==> src/qmtsr_defines.vh <==
// Register map, field positions, reset values and timing for the
// transmit status and receive control slice of the queue manager.
// Assumes a 16-bit host bus addressed in bytes.
`ifndef QMTSR_DEFINES_VH
`define QMTSR_DEFINES_VH

`define QMTSR_ADDR_W            9
`define QMTSR_TX_STATUS_ADDR    9'h172
`define QMTSR_RX_CTRL_ONE_ADDR  9'h174

`define QMTSR_TXS_LATE_COL      13
`define QMTSR_TXS_MAX_COL       12
`define QMTSR_TXS_FID_HI        5
`define QMTSR_TXS_FID_LO        0

`define QMTSR_RXC_FLUSH         15
`define QMTSR_RXC_UDP_CHK       14
`define QMTSR_RXC_TCP_CHK       13
`define QMTSR_RXC_IP_CHK        12
`define QMTSR_RXC_UCAST_FILT    11
`define QMTSR_RXC_PAUSE_EN      10
`define QMTSR_RXC_CRC_ACCEPT    9
`define QMTSR_RXC_MCAST_FILT    8
`define QMTSR_RXC_RUN_EN        0

`define QMTSR_TX_STATUS_RESET   16'h0000
`define QMTSR_RX_CTRL_RESET     16'h0800

// Pause quantum is 512 bit times; at 100 Mb/s that is 5120 ns
`define QMTSR_CLK_PERIOD_NS     5
`define QMTSR_QUANTUM_NS        5120
`define QMTSR_QUANTUM_CYC       ((`QMTSR_QUANTUM_NS + `QMTSR_CLK_PERIOD_NS - 1) / `QMTSR_CLK_PERIOD_NS)

`endif

==> src/qmtsr_fifo.v <==
// Synchronous FIFO with valid/ready on both sides and a flush input.
// Assumes a single clock; flush empties it in one cycle.
`timescale 1ns/10ps
module qmtsr_fifo #(
   parameter WIDTH = 10,
   parameter DEPTH = 16,
   parameter AW    = 4
) (
   input  wire             ref_clk_i,
   input  wire             rst_n_i,
   input  wire             flush_i,
   input  wire             in_valid_i,
   input  wire [WIDTH-1:0] in_data_i,
   output wire             in_ready_o,
   output wire             out_valid_o,
   output wire [WIDTH-1:0] out_data_o,
   input  wire             out_ready_i
);
   reg  [WIDTH-1:0] mem [0:DEPTH-1];
   reg  [AW-1:0]    wr_ptr_q;
   reg  [AW-1:0]    rd_ptr_q;
   reg  [AW:0]      count_q;
   reg              full_q;
   reg              empty_q;
   wire             push;
   wire             pop;
   wire [AW:0]      count_d;

   assign push        = in_valid_i & ~full_q;
   assign pop         = out_ready_i & ~empty_q;
   assign in_ready_o  = ~full_q;
   assign out_valid_o = ~empty_q;
   assign out_data_o  = mem[rd_ptr_q];
   assign count_d     = count_q + {{AW{1'b0}}, push} - {{AW{1'b0}}, pop};

   always @(posedge ref_clk_i) begin
      if (push) begin
         mem[wr_ptr_q] <= in_data_i;
      end
   end

   always @(posedge ref_clk_i or negedge rst_n_i) begin
      if (!rst_n_i) begin
         wr_ptr_q <= {AW{1'b0}};
         rd_ptr_q <= {AW{1'b0}};
         count_q  <= {(AW+1){1'b0}};
         full_q   <= 1'b0;
         empty_q  <= 1'b1;
      end else if (flush_i) begin
         wr_ptr_q <= {AW{1'b0}};
         rd_ptr_q <= {AW{1'b0}};
         count_q  <= {(AW+1){1'b0}};
         full_q   <= 1'b0;
         empty_q  <= 1'b1;
      end else begin
         if (push) begin
            wr_ptr_q <= wr_ptr_q + {{(AW-1){1'b0}}, 1'b1};
         end
         if (pop) begin
            rd_ptr_q <= rd_ptr_q + {{(AW-1){1'b0}}, 1'b1};
         end
         count_q <= count_d;
         full_q  <= (count_d == DEPTH[AW:0]);
         empty_q <= (count_d == {(AW+1){1'b0}});
      end
   end
endmodule

==> src/qmtsr_pause.v <==
// Pause timer: holds transmission for the received number of quanta.
// Assumes pause requests are one-cycle pulses from the receive MAC.
`timescale 1ns/10ps
`include "qmtsr_defines.vh"
module qmtsr_pause #(
   parameter QUANTUM_CYC = `QMTSR_QUANTUM_CYC
) (
   input  wire        ref_clk_i,
   input  wire        rst_n_i,
   input  wire        pause_en_i,
   input  wire        full_duplex_i,
   input  wire        pause_req_i,
   input  wire [15:0] pause_quanta_i,
   output wire        tx_hold_o
);
   localparam [15:0] QCYC_LAST = QUANTUM_CYC[15:0] - 16'h0001;

   reg  [15:0] quanta_q;
   reg  [15:0] presc_q;
   reg         hold_q;
   wire        active;

   // Half duplex or disabled: pause frames have no effect
   assign active    = pause_en_i & full_duplex_i;
   assign tx_hold_o = hold_q;

   always @(posedge ref_clk_i or negedge rst_n_i) begin
      if (!rst_n_i) begin
         quanta_q <= 16'h0000;
         presc_q  <= 16'h0000;
         hold_q   <= 1'b0;
      end else if (!active) begin
         quanta_q <= 16'h0000;
         presc_q  <= 16'h0000;
         hold_q   <= 1'b0;
      end else if (pause_req_i) begin
         // A new pause frame restarts the timer, zero releases at once
         quanta_q <= pause_quanta_i;
         presc_q  <= 16'h0000;
         hold_q   <= (pause_quanta_i != 16'h0000);
      end else if (quanta_q != 16'h0000) begin
         if (presc_q == QCYC_LAST) begin
            presc_q  <= 16'h0000;
            quanta_q <= quanta_q - 16'h0001;
            hold_q   <= (quanta_q != 16'h0001);
         end else begin
            presc_q <= presc_q + 16'h0001;
         end
      end else begin
         hold_q <= 1'b0;
      end
   end
endmodule

==> src/qmtsr_top.v <==
// Transmit status and receive control slice of the queue manager.
// Assumes host bus and MAC event inputs are synchronous to ref_clk_i.
`timescale 1ns/10ps
`include "qmtsr_defines.vh"

// Notes on behaviour
// - Late collision of the finished frame shows as read-only bit 13.
// - Reaching the collision limit shows as read-only bit 12.
// - Transmit status holds the last frame, its 6-bit id in bits 5-0.
// - While flush bit 15 is set the receive queue and frame pointer clear.
// - With bit 14 set, UDP frames with a bad UDP checksum are dropped.
// - With bit 13 set, TCP frames with a bad TCP checksum are dropped.
// - With bit 12 set, IP frames with a bad header checksum are dropped.
// - Bit 11, reset one, admits unicast frames that pass the filter.
// - Bit 10 in full duplex obeys pause frames, else they are ignored.
// - Bit 9 set keeps CRC-error frames, clear drops them.
// - Bit 8 set admits multicast frames that pass the filter.
// - Bit 0 runs the receiver; clearing it stops after the current frame.
module qmtsr_top #(
   parameter DATA_W      = 8,
   parameter FIFO_DEPTH  = 16,
   parameter FIFO_AW     = 4,
   parameter QUANTUM_CYC = `QMTSR_QUANTUM_CYC
) (
   input  wire                     ref_clk_i,
   input  wire                     rst_n_i,

   // Host parallel bus
   input  wire [`QMTSR_ADDR_W-1:0] bus_addr_i,
   input  wire                     bus_wr_i,
   input  wire                     bus_rd_i,
   input  wire [1:0]               bus_be_i,
   input  wire [15:0]              bus_wdata_i,
   output wire [15:0]              bus_rdata_o,
   output wire                     bus_rvalid_o,

   // Transmit MAC completion events
   input  wire                     tx_done_i,
   input  wire                     tx_late_col_i,
   input  wire                     tx_max_col_i,
   input  wire [5:0]               tx_frame_id_i,

   // Receive MAC stream
   input  wire                     rx_valid_i,
   input  wire [DATA_W-1:0]        rx_data_i,
   input  wire                     rx_sof_i,
   input  wire                     rx_eof_i,
   output wire                     rx_ready_o,

   // Frame attributes, valid with rx_eof_i
   input  wire                     rx_crc_err_i,
   input  wire                     rx_is_ip_i,
   input  wire                     rx_ip_bad_i,
   input  wire                     rx_is_tcp_i,
   input  wire                     rx_tcp_bad_i,
   input  wire                     rx_is_udp_i,
   input  wire                     rx_udp_bad_i,
   input  wire                     rx_is_ucast_i,
   input  wire                     rx_ucast_pass_i,
   input  wire                     rx_is_mcast_i,
   input  wire                     rx_mcast_pass_i,
   input  wire                     rx_lower_accept_i,

   // Pause frames and duplex state
   input  wire                     full_duplex_i,
   input  wire                     pause_req_i,
   input  wire [15:0]              pause_quanta_i,
   output wire                     tx_hold_o,

   // Receive queue side
   output wire                     q_valid_o,
   output wire [DATA_W-1:0]        q_data_o,
   output wire                     q_last_o,
   output wire                     q_drop_o,
   input  wire                     q_ready_i,

   // Control levels for the rest of the receive path
   output wire                     receive_run_en_o,
   output wire                     rx_queue_flush_o,
   output wire [10:0]              rx_frame_ptr_o
);
   localparam FW = DATA_W + 2;

   localparam [1:0] RX_IDLE = 2'd0;
   localparam [1:0] RX_TAKE = 2'd1;
   localparam [1:0] RX_SKIP = 2'd2;

   // Transmit status fields
   reg              late_collision_flag_q;
   reg              collision_limit_flag_q;
   reg  [5:0]       sent_frame_id_q;

   // Receive control fields
   reg              rx_queue_flush_q;
   reg              udp_checksum_check_en_q;
   reg              tcp_checksum_check_en_q;
   reg              ip_checksum_check_en_q;

   reg              unicast_filter_en_q;
   reg              pause_honour_en_q;
   reg              crc_error_accept_en_q;
   reg              multicast_filter_en_q;

   reg              receive_run_en_q;

   reg  [15:0]      rdata_q;
   reg              rvalid_q;

   reg  [1:0]       rx_state_q;
   reg  [1:0]       rx_state_d;
   reg  [10:0]      frame_ptr_q;

   wire [15:0]      tx_status_word;

   wire [15:0]      rx_ctrl_word;

   wire             sel_tx_status;
   wire             sel_rx_ctrl;

   wire             wr_lo;
   wire             wr_hi;

   wire             fifo_in_ready;
   wire             fifo_out_valid;
   wire [FW-1:0]    fifo_out_data;

   wire             beat;
   wire             take_beat;

   wire             csum_drop;
   wire             crc_drop;
   wire             addr_accept;
   wire             frame_drop;

   wire [FW-1:0]    fifo_in_data;
   wire             fifo_in_valid;

   // Register read view
   assign tx_status_word = {2'b00,
                            late_collision_flag_q,
                            collision_limit_flag_q,
                            6'b00_0000,
                            sent_frame_id_q};

   assign rx_ctrl_word   = {rx_queue_flush_q,
                            udp_checksum_check_en_q,
                            tcp_checksum_check_en_q,
                            ip_checksum_check_en_q,
                            unicast_filter_en_q,
                            pause_honour_en_q,
                            crc_error_accept_en_q,
                            multicast_filter_en_q,
                            7'b000_0000,
                            receive_run_en_q};

   // Reads ignore the byte enables
   assign sel_tx_status = (bus_addr_i == `QMTSR_TX_STATUS_ADDR);
   assign sel_rx_ctrl   = (bus_addr_i == `QMTSR_RX_CTRL_ONE_ADDR);

   assign wr_lo         = bus_wr_i & sel_rx_ctrl & bus_be_i[0];
   assign wr_hi         = bus_wr_i & sel_rx_ctrl & bus_be_i[1];

   // Host read: one-cycle latency, unmapped reads return zero
   always @(posedge ref_clk_i or negedge rst_n_i) begin
      if (!rst_n_i) begin
         rdata_q  <= 16'h0000;
         rvalid_q <= 1'b0;
      end else begin
         rvalid_q <= bus_rd_i;

         if (bus_rd_i) begin
            if (sel_tx_status) begin
               rdata_q <= tx_status_word;
            end else if (sel_rx_ctrl) begin
               rdata_q <= rx_ctrl_word;
            end else begin
               rdata_q <= 16'h0000;
            end
         end
      end
   end

   // Transmit status: all fields replaced at once per finished frame
   always @(posedge ref_clk_i or negedge rst_n_i) begin
      if (!rst_n_i) begin
         late_collision_flag_q  <= 1'b0;
         collision_limit_flag_q <= 1'b0;
         sent_frame_id_q        <= 6'h00;
      end else if (tx_done_i) begin
         late_collision_flag_q  <= tx_late_col_i;
         collision_limit_flag_q <= tx_max_col_i;
         sent_frame_id_q        <= tx_frame_id_i;
      end
   end

   // Receive control register, byte lanes written separately
   always @(posedge ref_clk_i or negedge rst_n_i) begin
      if (!rst_n_i) begin
         rx_queue_flush_q        <= 1'b0;
         udp_checksum_check_en_q <= 1'b0;
         tcp_checksum_check_en_q <= 1'b0;
         ip_checksum_check_en_q  <= 1'b0;
         unicast_filter_en_q     <= 1'b1;
         pause_honour_en_q       <= 1'b0;
         crc_error_accept_en_q   <= 1'b0;
         multicast_filter_en_q   <= 1'b0;
         receive_run_en_q        <= 1'b0;
      end else begin
         if (wr_hi) begin
            rx_queue_flush_q        <= bus_wdata_i[`QMTSR_RXC_FLUSH];
            udp_checksum_check_en_q <= bus_wdata_i[`QMTSR_RXC_UDP_CHK];
            tcp_checksum_check_en_q <= bus_wdata_i[`QMTSR_RXC_TCP_CHK];
            ip_checksum_check_en_q  <= bus_wdata_i[`QMTSR_RXC_IP_CHK];
            unicast_filter_en_q     <= bus_wdata_i[`QMTSR_RXC_UCAST_FILT];
            pause_honour_en_q       <= bus_wdata_i[`QMTSR_RXC_PAUSE_EN];
            crc_error_accept_en_q   <= bus_wdata_i[`QMTSR_RXC_CRC_ACCEPT];
            multicast_filter_en_q   <= bus_wdata_i[`QMTSR_RXC_MCAST_FILT];
         end

         if (wr_lo) begin
            receive_run_en_q <= bus_wdata_i[`QMTSR_RXC_RUN_EN];
         end
      end
   end

   // Frame verdict, taken on the last beat
   assign csum_drop   = (udp_checksum_check_en_q & rx_is_udp_i & rx_udp_bad_i)
                      | (tcp_checksum_check_en_q & rx_is_tcp_i & rx_tcp_bad_i)
                      | (ip_checksum_check_en_q  & rx_is_ip_i  & rx_ip_bad_i);
   assign crc_drop    = rx_crc_err_i & ~crc_error_accept_en_q;

   assign addr_accept = rx_lower_accept_i
                      | (rx_is_ucast_i & unicast_filter_en_q & rx_ucast_pass_i)
                      | (rx_is_mcast_i & multicast_filter_en_q & rx_mcast_pass_i);

   assign frame_drop  = csum_drop | crc_drop | ~addr_accept;

   // A beat is a byte the MAC hands over
   assign beat = rx_valid_i & fifo_in_ready;

   // Receive gate: a frame is taken only if running at its first beat
   always @* begin
      rx_state_d = rx_state_q;
      case (rx_state_q)
         RX_IDLE: begin
            if (beat & rx_sof_i & ~rx_eof_i) begin
               rx_state_d = receive_run_en_q ? RX_TAKE : RX_SKIP;
            end
         end

         RX_TAKE: begin
            // Clearing run enable mid-frame lets the frame finish
            if (beat & rx_eof_i) begin
               rx_state_d = RX_IDLE;
            end
         end

         RX_SKIP: begin
            if (beat & rx_eof_i) begin
               rx_state_d = RX_IDLE;
            end
         end

         default: begin
            rx_state_d = RX_IDLE;
         end
      endcase
   end

   // Flush swallows every beat
   assign take_beat = beat & ~rx_queue_flush_q &
                      (((rx_state_q == RX_IDLE) & rx_sof_i & receive_run_en_q) |
                       (rx_state_q == RX_TAKE));

   always @(posedge ref_clk_i or negedge rst_n_i) begin
      if (!rst_n_i) begin
         rx_state_q  <= RX_IDLE;
         frame_ptr_q <= 11'h000;
      end else if (rx_queue_flush_q) begin
         // Flush aborts the frame in progress and rewinds the pointer
         rx_state_q  <= (rx_state_q == RX_IDLE) ? RX_IDLE : RX_SKIP;
         frame_ptr_q <= 11'h000;
      end else begin
         rx_state_q <= rx_state_d;

         if (take_beat & rx_eof_i) begin
            frame_ptr_q <= 11'h000;
         end else if (take_beat) begin
            frame_ptr_q <= frame_ptr_q + 11'h001;
         end
      end
   end

   // Drop verdict travels with the last beat; the queue frees the frame
   assign fifo_in_data  = {rx_eof_i & frame_drop, rx_eof_i, rx_data_i};
   assign fifo_in_valid = take_beat;

   qmtsr_fifo #(
      .WIDTH (FW),
      .DEPTH (FIFO_DEPTH),
      .AW    (FIFO_AW)
   ) u_fifo (
      .ref_clk_i   (ref_clk_i),
      .rst_n_i     (rst_n_i),
      .flush_i     (rx_queue_flush_q),
      .in_valid_i  (fifo_in_valid),
      .in_data_i   (fifo_in_data),
      .in_ready_o  (fifo_in_ready),
      .out_valid_o (fifo_out_valid),
      .out_data_o  (fifo_out_data),
      .out_ready_i (q_ready_i)
   );

   qmtsr_pause #(
      .QUANTUM_CYC (QUANTUM_CYC)
   ) u_pause (
      .ref_clk_i      (ref_clk_i),
      .rst_n_i        (rst_n_i),
      .pause_en_i     (pause_honour_en_q),
      .full_duplex_i  (full_duplex_i),
      .pause_req_i    (pause_req_i),
      .pause_quanta_i (pause_quanta_i),
      .tx_hold_o      (tx_hold_o)
   );

   // Stall reaches the MAC even while a frame is being skipped
   assign rx_ready_o       = fifo_in_ready;

   assign q_valid_o        = fifo_out_valid;
   assign q_data_o         = fifo_out_data[DATA_W-1:0];
   assign q_last_o         = fifo_out_data[DATA_W];
   assign q_drop_o         = fifo_out_data[DATA_W+1];

   assign bus_rdata_o      = rdata_q;
   assign bus_rvalid_o     = rvalid_q;

   assign receive_run_en_o = receive_run_en_q;
   assign rx_queue_flush_o = rx_queue_flush_q;
   assign rx_frame_ptr_o   = frame_ptr_q;
endmodule

==> config.mk <==
export PLATFORM = sky130hd
export DESIGN_NAME = qmtsr_top
export DESIGN_NICKNAME = d
export VERILOG_FILES = /design/src/qmtsr_fifo.v /design/src/qmtsr_pause.v /design/src/qmtsr_top.v
export VERILOG_INCLUDE_DIRS = /design/src
export SDC_FILE = /design/constraint.sdc
export NUM_CORES = 1
export LEC_CHECK = 0
export BUFFER_PORTS_ARGS = -buffer_cell sky130_fd_sc_hd__buf_2
export CORE_MARGIN = 3
export CORE_UTILIZATION = 55
export CTS_CLUSTER_DIAMETER = 100
export CTS_CLUSTER_SIZE = 28
export DETAILED_ROUTE_END_ITERATION = 10
export PLACE_DENSITY = 0.72
export SYNTH_ARGS = -nofsm -noshare
export SYNTH_HDL_FRONTEND = slang
export SYNTH_SLANG_ARGS = --single-unit
==> constraint.sdc <==
create_clock -name ref_clk_i -period 3.1 [get_ports ref_clk_i]
set_input_delay 0.62 -clock ref_clk_i [delete_from_list [all_inputs] [get_ports ref_clk_i]]
set_output_delay 0.62 -clock ref_clk_i [all_outputs]
set_load 0.05 [all_outputs]
==> out/qor.txt <==
max-cap viol count - 0
Psw - 2760 µW
outcome - complete, but fails checks
cell area after layout - 12900 µm²
Clk pwr share - 0.212
commonest cells in the netlist - edfxtp_1, dfrtp_1, mux4_2, nand2_1, nor2_1
Power Total - 8790 µW
Crit Path Max Fanout - 5
placement row count - 51
clk root buf - clkbuf_16
r2r setup slk - 470 ps
Final HPWL DP - 16100 µm
Util after Layout - 0.654
Post-Synthesis Cells - 771
path type of the worst min-delay path - in2async
slowest cell on the critical path - mux4_2
Area growth, synth to finish - 15.4%
CTS tree - built
Multi-input gate area - 3740 µm²
sequential share of power - 0.439
Pint - 6030 µW
GRT Total Usage - 0.221
CTS clock-pin slew for the worst setup and hold paths - 110 ps
ANT cells - 0
FF-to-FF Start - rx_state_q[0]
Via Count - 7124
CP Launch Type - flop
dpl cells - 1156
post-synthesis sequential area ratio - 0.639
peak supply drop - 0.407 mV
clk_lat worst skew - 490 ps
fillcell total - 1433
CP startpoint - u_fifo.rd_ptr_q[0]
Synth area leaders - edfxtp_1, dfrtp_1, mux4_2, mux2_2, ha_1
Switching Fraction - 0.314
initial drt markers - 610
WP buf/inv - 3
FF-to-FF End - u_fifo.full_q
clk sink count - 253
top cell type's share of synthesized area - 0.430
input/output buffers - 115
Syn Area/Cell - 14.5 µm²
failing checks - setup timing
CP Class - reg2out
Crit. path cell count - 5
number of synthesized register bits - 253
Post-Route Skew - 28.1 ps
Worst path top cell family by delay - multiplexers
final hold violation count - 0
Yosys top cell by area - edfxtp_1
dpl ws - 401 ps
CP Cell Sequence - buf_12 -> buf_12 -> mux4_2 -> mux4_2 -> buf_6
TritonCTS Buffers - 13
pwr dens - 682 nW/µm²
initial core utilization - 0.567
DRC - 0
largest net degree at the start of global routing - 50
synth unique cells - 68
max incr delay on CP - 560 ps
vias per std cell - 6.01
die height - 149 µm
setup slack after layout - -2.78 ps
Mapped Area - 11200 µm²
Leakage - 0.00501 µW
clk buf depth - 3
DRT Pass-1 Iters - 5
Core ar. - 19700 µm²
actual slew at the worst max-slew pin - 711 ps
Setup crit end kind - primary output
Slew Limit Fails - 0
post-place instance area - 12300 µm²
wire per inst - 20.7 µm
RSZ-0062 raised after global routing - true
CTS H-tree depth - 1
vias in the first global route - 7047
Placer Congestion - 0.834
Die Wd - 149 µm
most frequent cell after synthesis - edfxtp_1
Overflow after GRT - 0
total wire length - 24600 µm
Post-layout nets - 1014
share of cells above drive strength 1 - 0.295
top_reg_cell synth - edfxtp_1
period utilization - 1.00
final count of negative-setup-slack endpoints - 1
first-pass GRT wire length - 38400 µm
Die Area - 22100 µm²
relative slew slack - 0.526
Post-synth EDFFs - 160
Worst Setup EP - q_last_o
asr flop ratio synth - 0.368
Antenna Violating Nets Remaining - 0
Comb power frac - 0.349
Critical Path RT - 2480 ps
Syn. warnings - 0
min cycle time layout - 3100 ps
IO Pins - 125
register area - 7140 µm²
Final Non-Filler Cells - 1186
crit path DAT - 2480 ps
initial antenna violation count - 0
FMAX - 322 MHz
R2R depth - 10
[final cells by class]
type	instances	area share
clock buffers	19	0.0270
multi-input cells	448	0.290
clock inverters	2	0.00243
repair buffers	166	0.0912
well taps	265	0.0257
flip-flops and latches	253	0.554
inverters	33	0.00961
[power by group through the flow]
| stage | logic (µW) | registers [µW] | clock network, µW |
|---|---|---|---|
| after floorplan | 2010 | 3850 | 0 |
| after global placement | 2560 | 3920 | 0 |
| after detailed placement | 2630 | 3930 | 0 |
| after CTS | 2870 | 3850 | 1900 |
| after global routing | 3280 | 3870 | 2030 |
| final | 3070 | 3860 | 1860 |
[stage by stage]
step	hold WS, ps	TNS [ps]
2_1_floorplan	324	0
3_3_place_gp	478	0
3_5_place_dp	481	0
4_1_cts	174	0
5_1_grt	196	-278
6_report	142	-2.78
[worst min-delay path by stage]
stage	end	slack [ps]	cells past startpoint
finish	u_pause.quanta_q[1]	140	1
CTS	u_pause.quanta_q[12]	170	1
detailed placement	u_pause.presc_q[15]	480	1
floorplan	bus_rdata_o[0]	320	0
global route	u_pause.quanta_q[4]	200	1
global placement	bus_rdata_o[2]	480	2
[placed cells by master, fill, tap and decap left out, types with 8 or more instances in the layout]
master and instances:
or3_1 8, nand4_1 10, a21oi_1 22, nor2b_1 12
inv_1 32, edfxtp_1 160, nor4_1 11, nor2_1 46
nor3_1 11, dfrtp_1 89, buf_2 104, mux4_2 50
mux2_2 18, buf_6 11, buf_4 40, o31ai_1 8
xor2_1 8, clkbuf_16 16, mux2i_1 8, o21ai_1 8
nand2_1 48, nand3_1 26, o21ai_0 36, ha_1 16
[worst reg2reg max path, delay by kind of cell (launching register included)]
kind,cells,cell delay (ps)
AOI/OAI and AO/OA,1,160
adders and majority gates,3,900
buffers and inverters,2,140
and+or+nand+nor,3,790
DFF,1,420
xor gates and xnor gates,1,150
[routing by layer]
layer,track usage,vias up,wire [µm]
li1,-,3230,-
met5,0,-,0
met1,0.299,3610,10000
met2,0.385,248,12600
met3,0.0299,36,1460
met4,0.0550,0,507
[what timing repair did]
| item | CTS | global route |
|---|---|---|
| cloned | 1 | 4 |
| buffers inserted | 3 | 2 |
| gates resized for setup | 15 | 11 |
| hold buffers | 0 | 0 |
| setup endpoints to repair | 10 | 10 |
[state kept, by name, indices dropped and copies added, names as in the netlist, 2 cells and up]
signal,cells
rx_state_q,2
u_pause.quanta_q,16
u_fifo.wr_ptr_q,4
bus_rdata_o,14
u_pause.presc_q,16
u_fifo.count_q,5
sent_frame_id_q,6
u_fifo.mem,160
rx_frame_ptr_o,11
u_fifo.rd_ptr_q,4
[cell families after synthesis]
family                     Yosys count  share of synthesized area
DFF                                253                      0.639
and+or+nand+nor                    217                      0.106
AOI/OAI and AO/OA                  122                     0.0716
muxes                               76                      0.126
buffers and inverters               71                     0.0270
adders and majority gates           17                     0.0197
xor gates and xnor gates            14                     0.0110
other                                1                   0.000336
(Power assumes the default switching activity.)
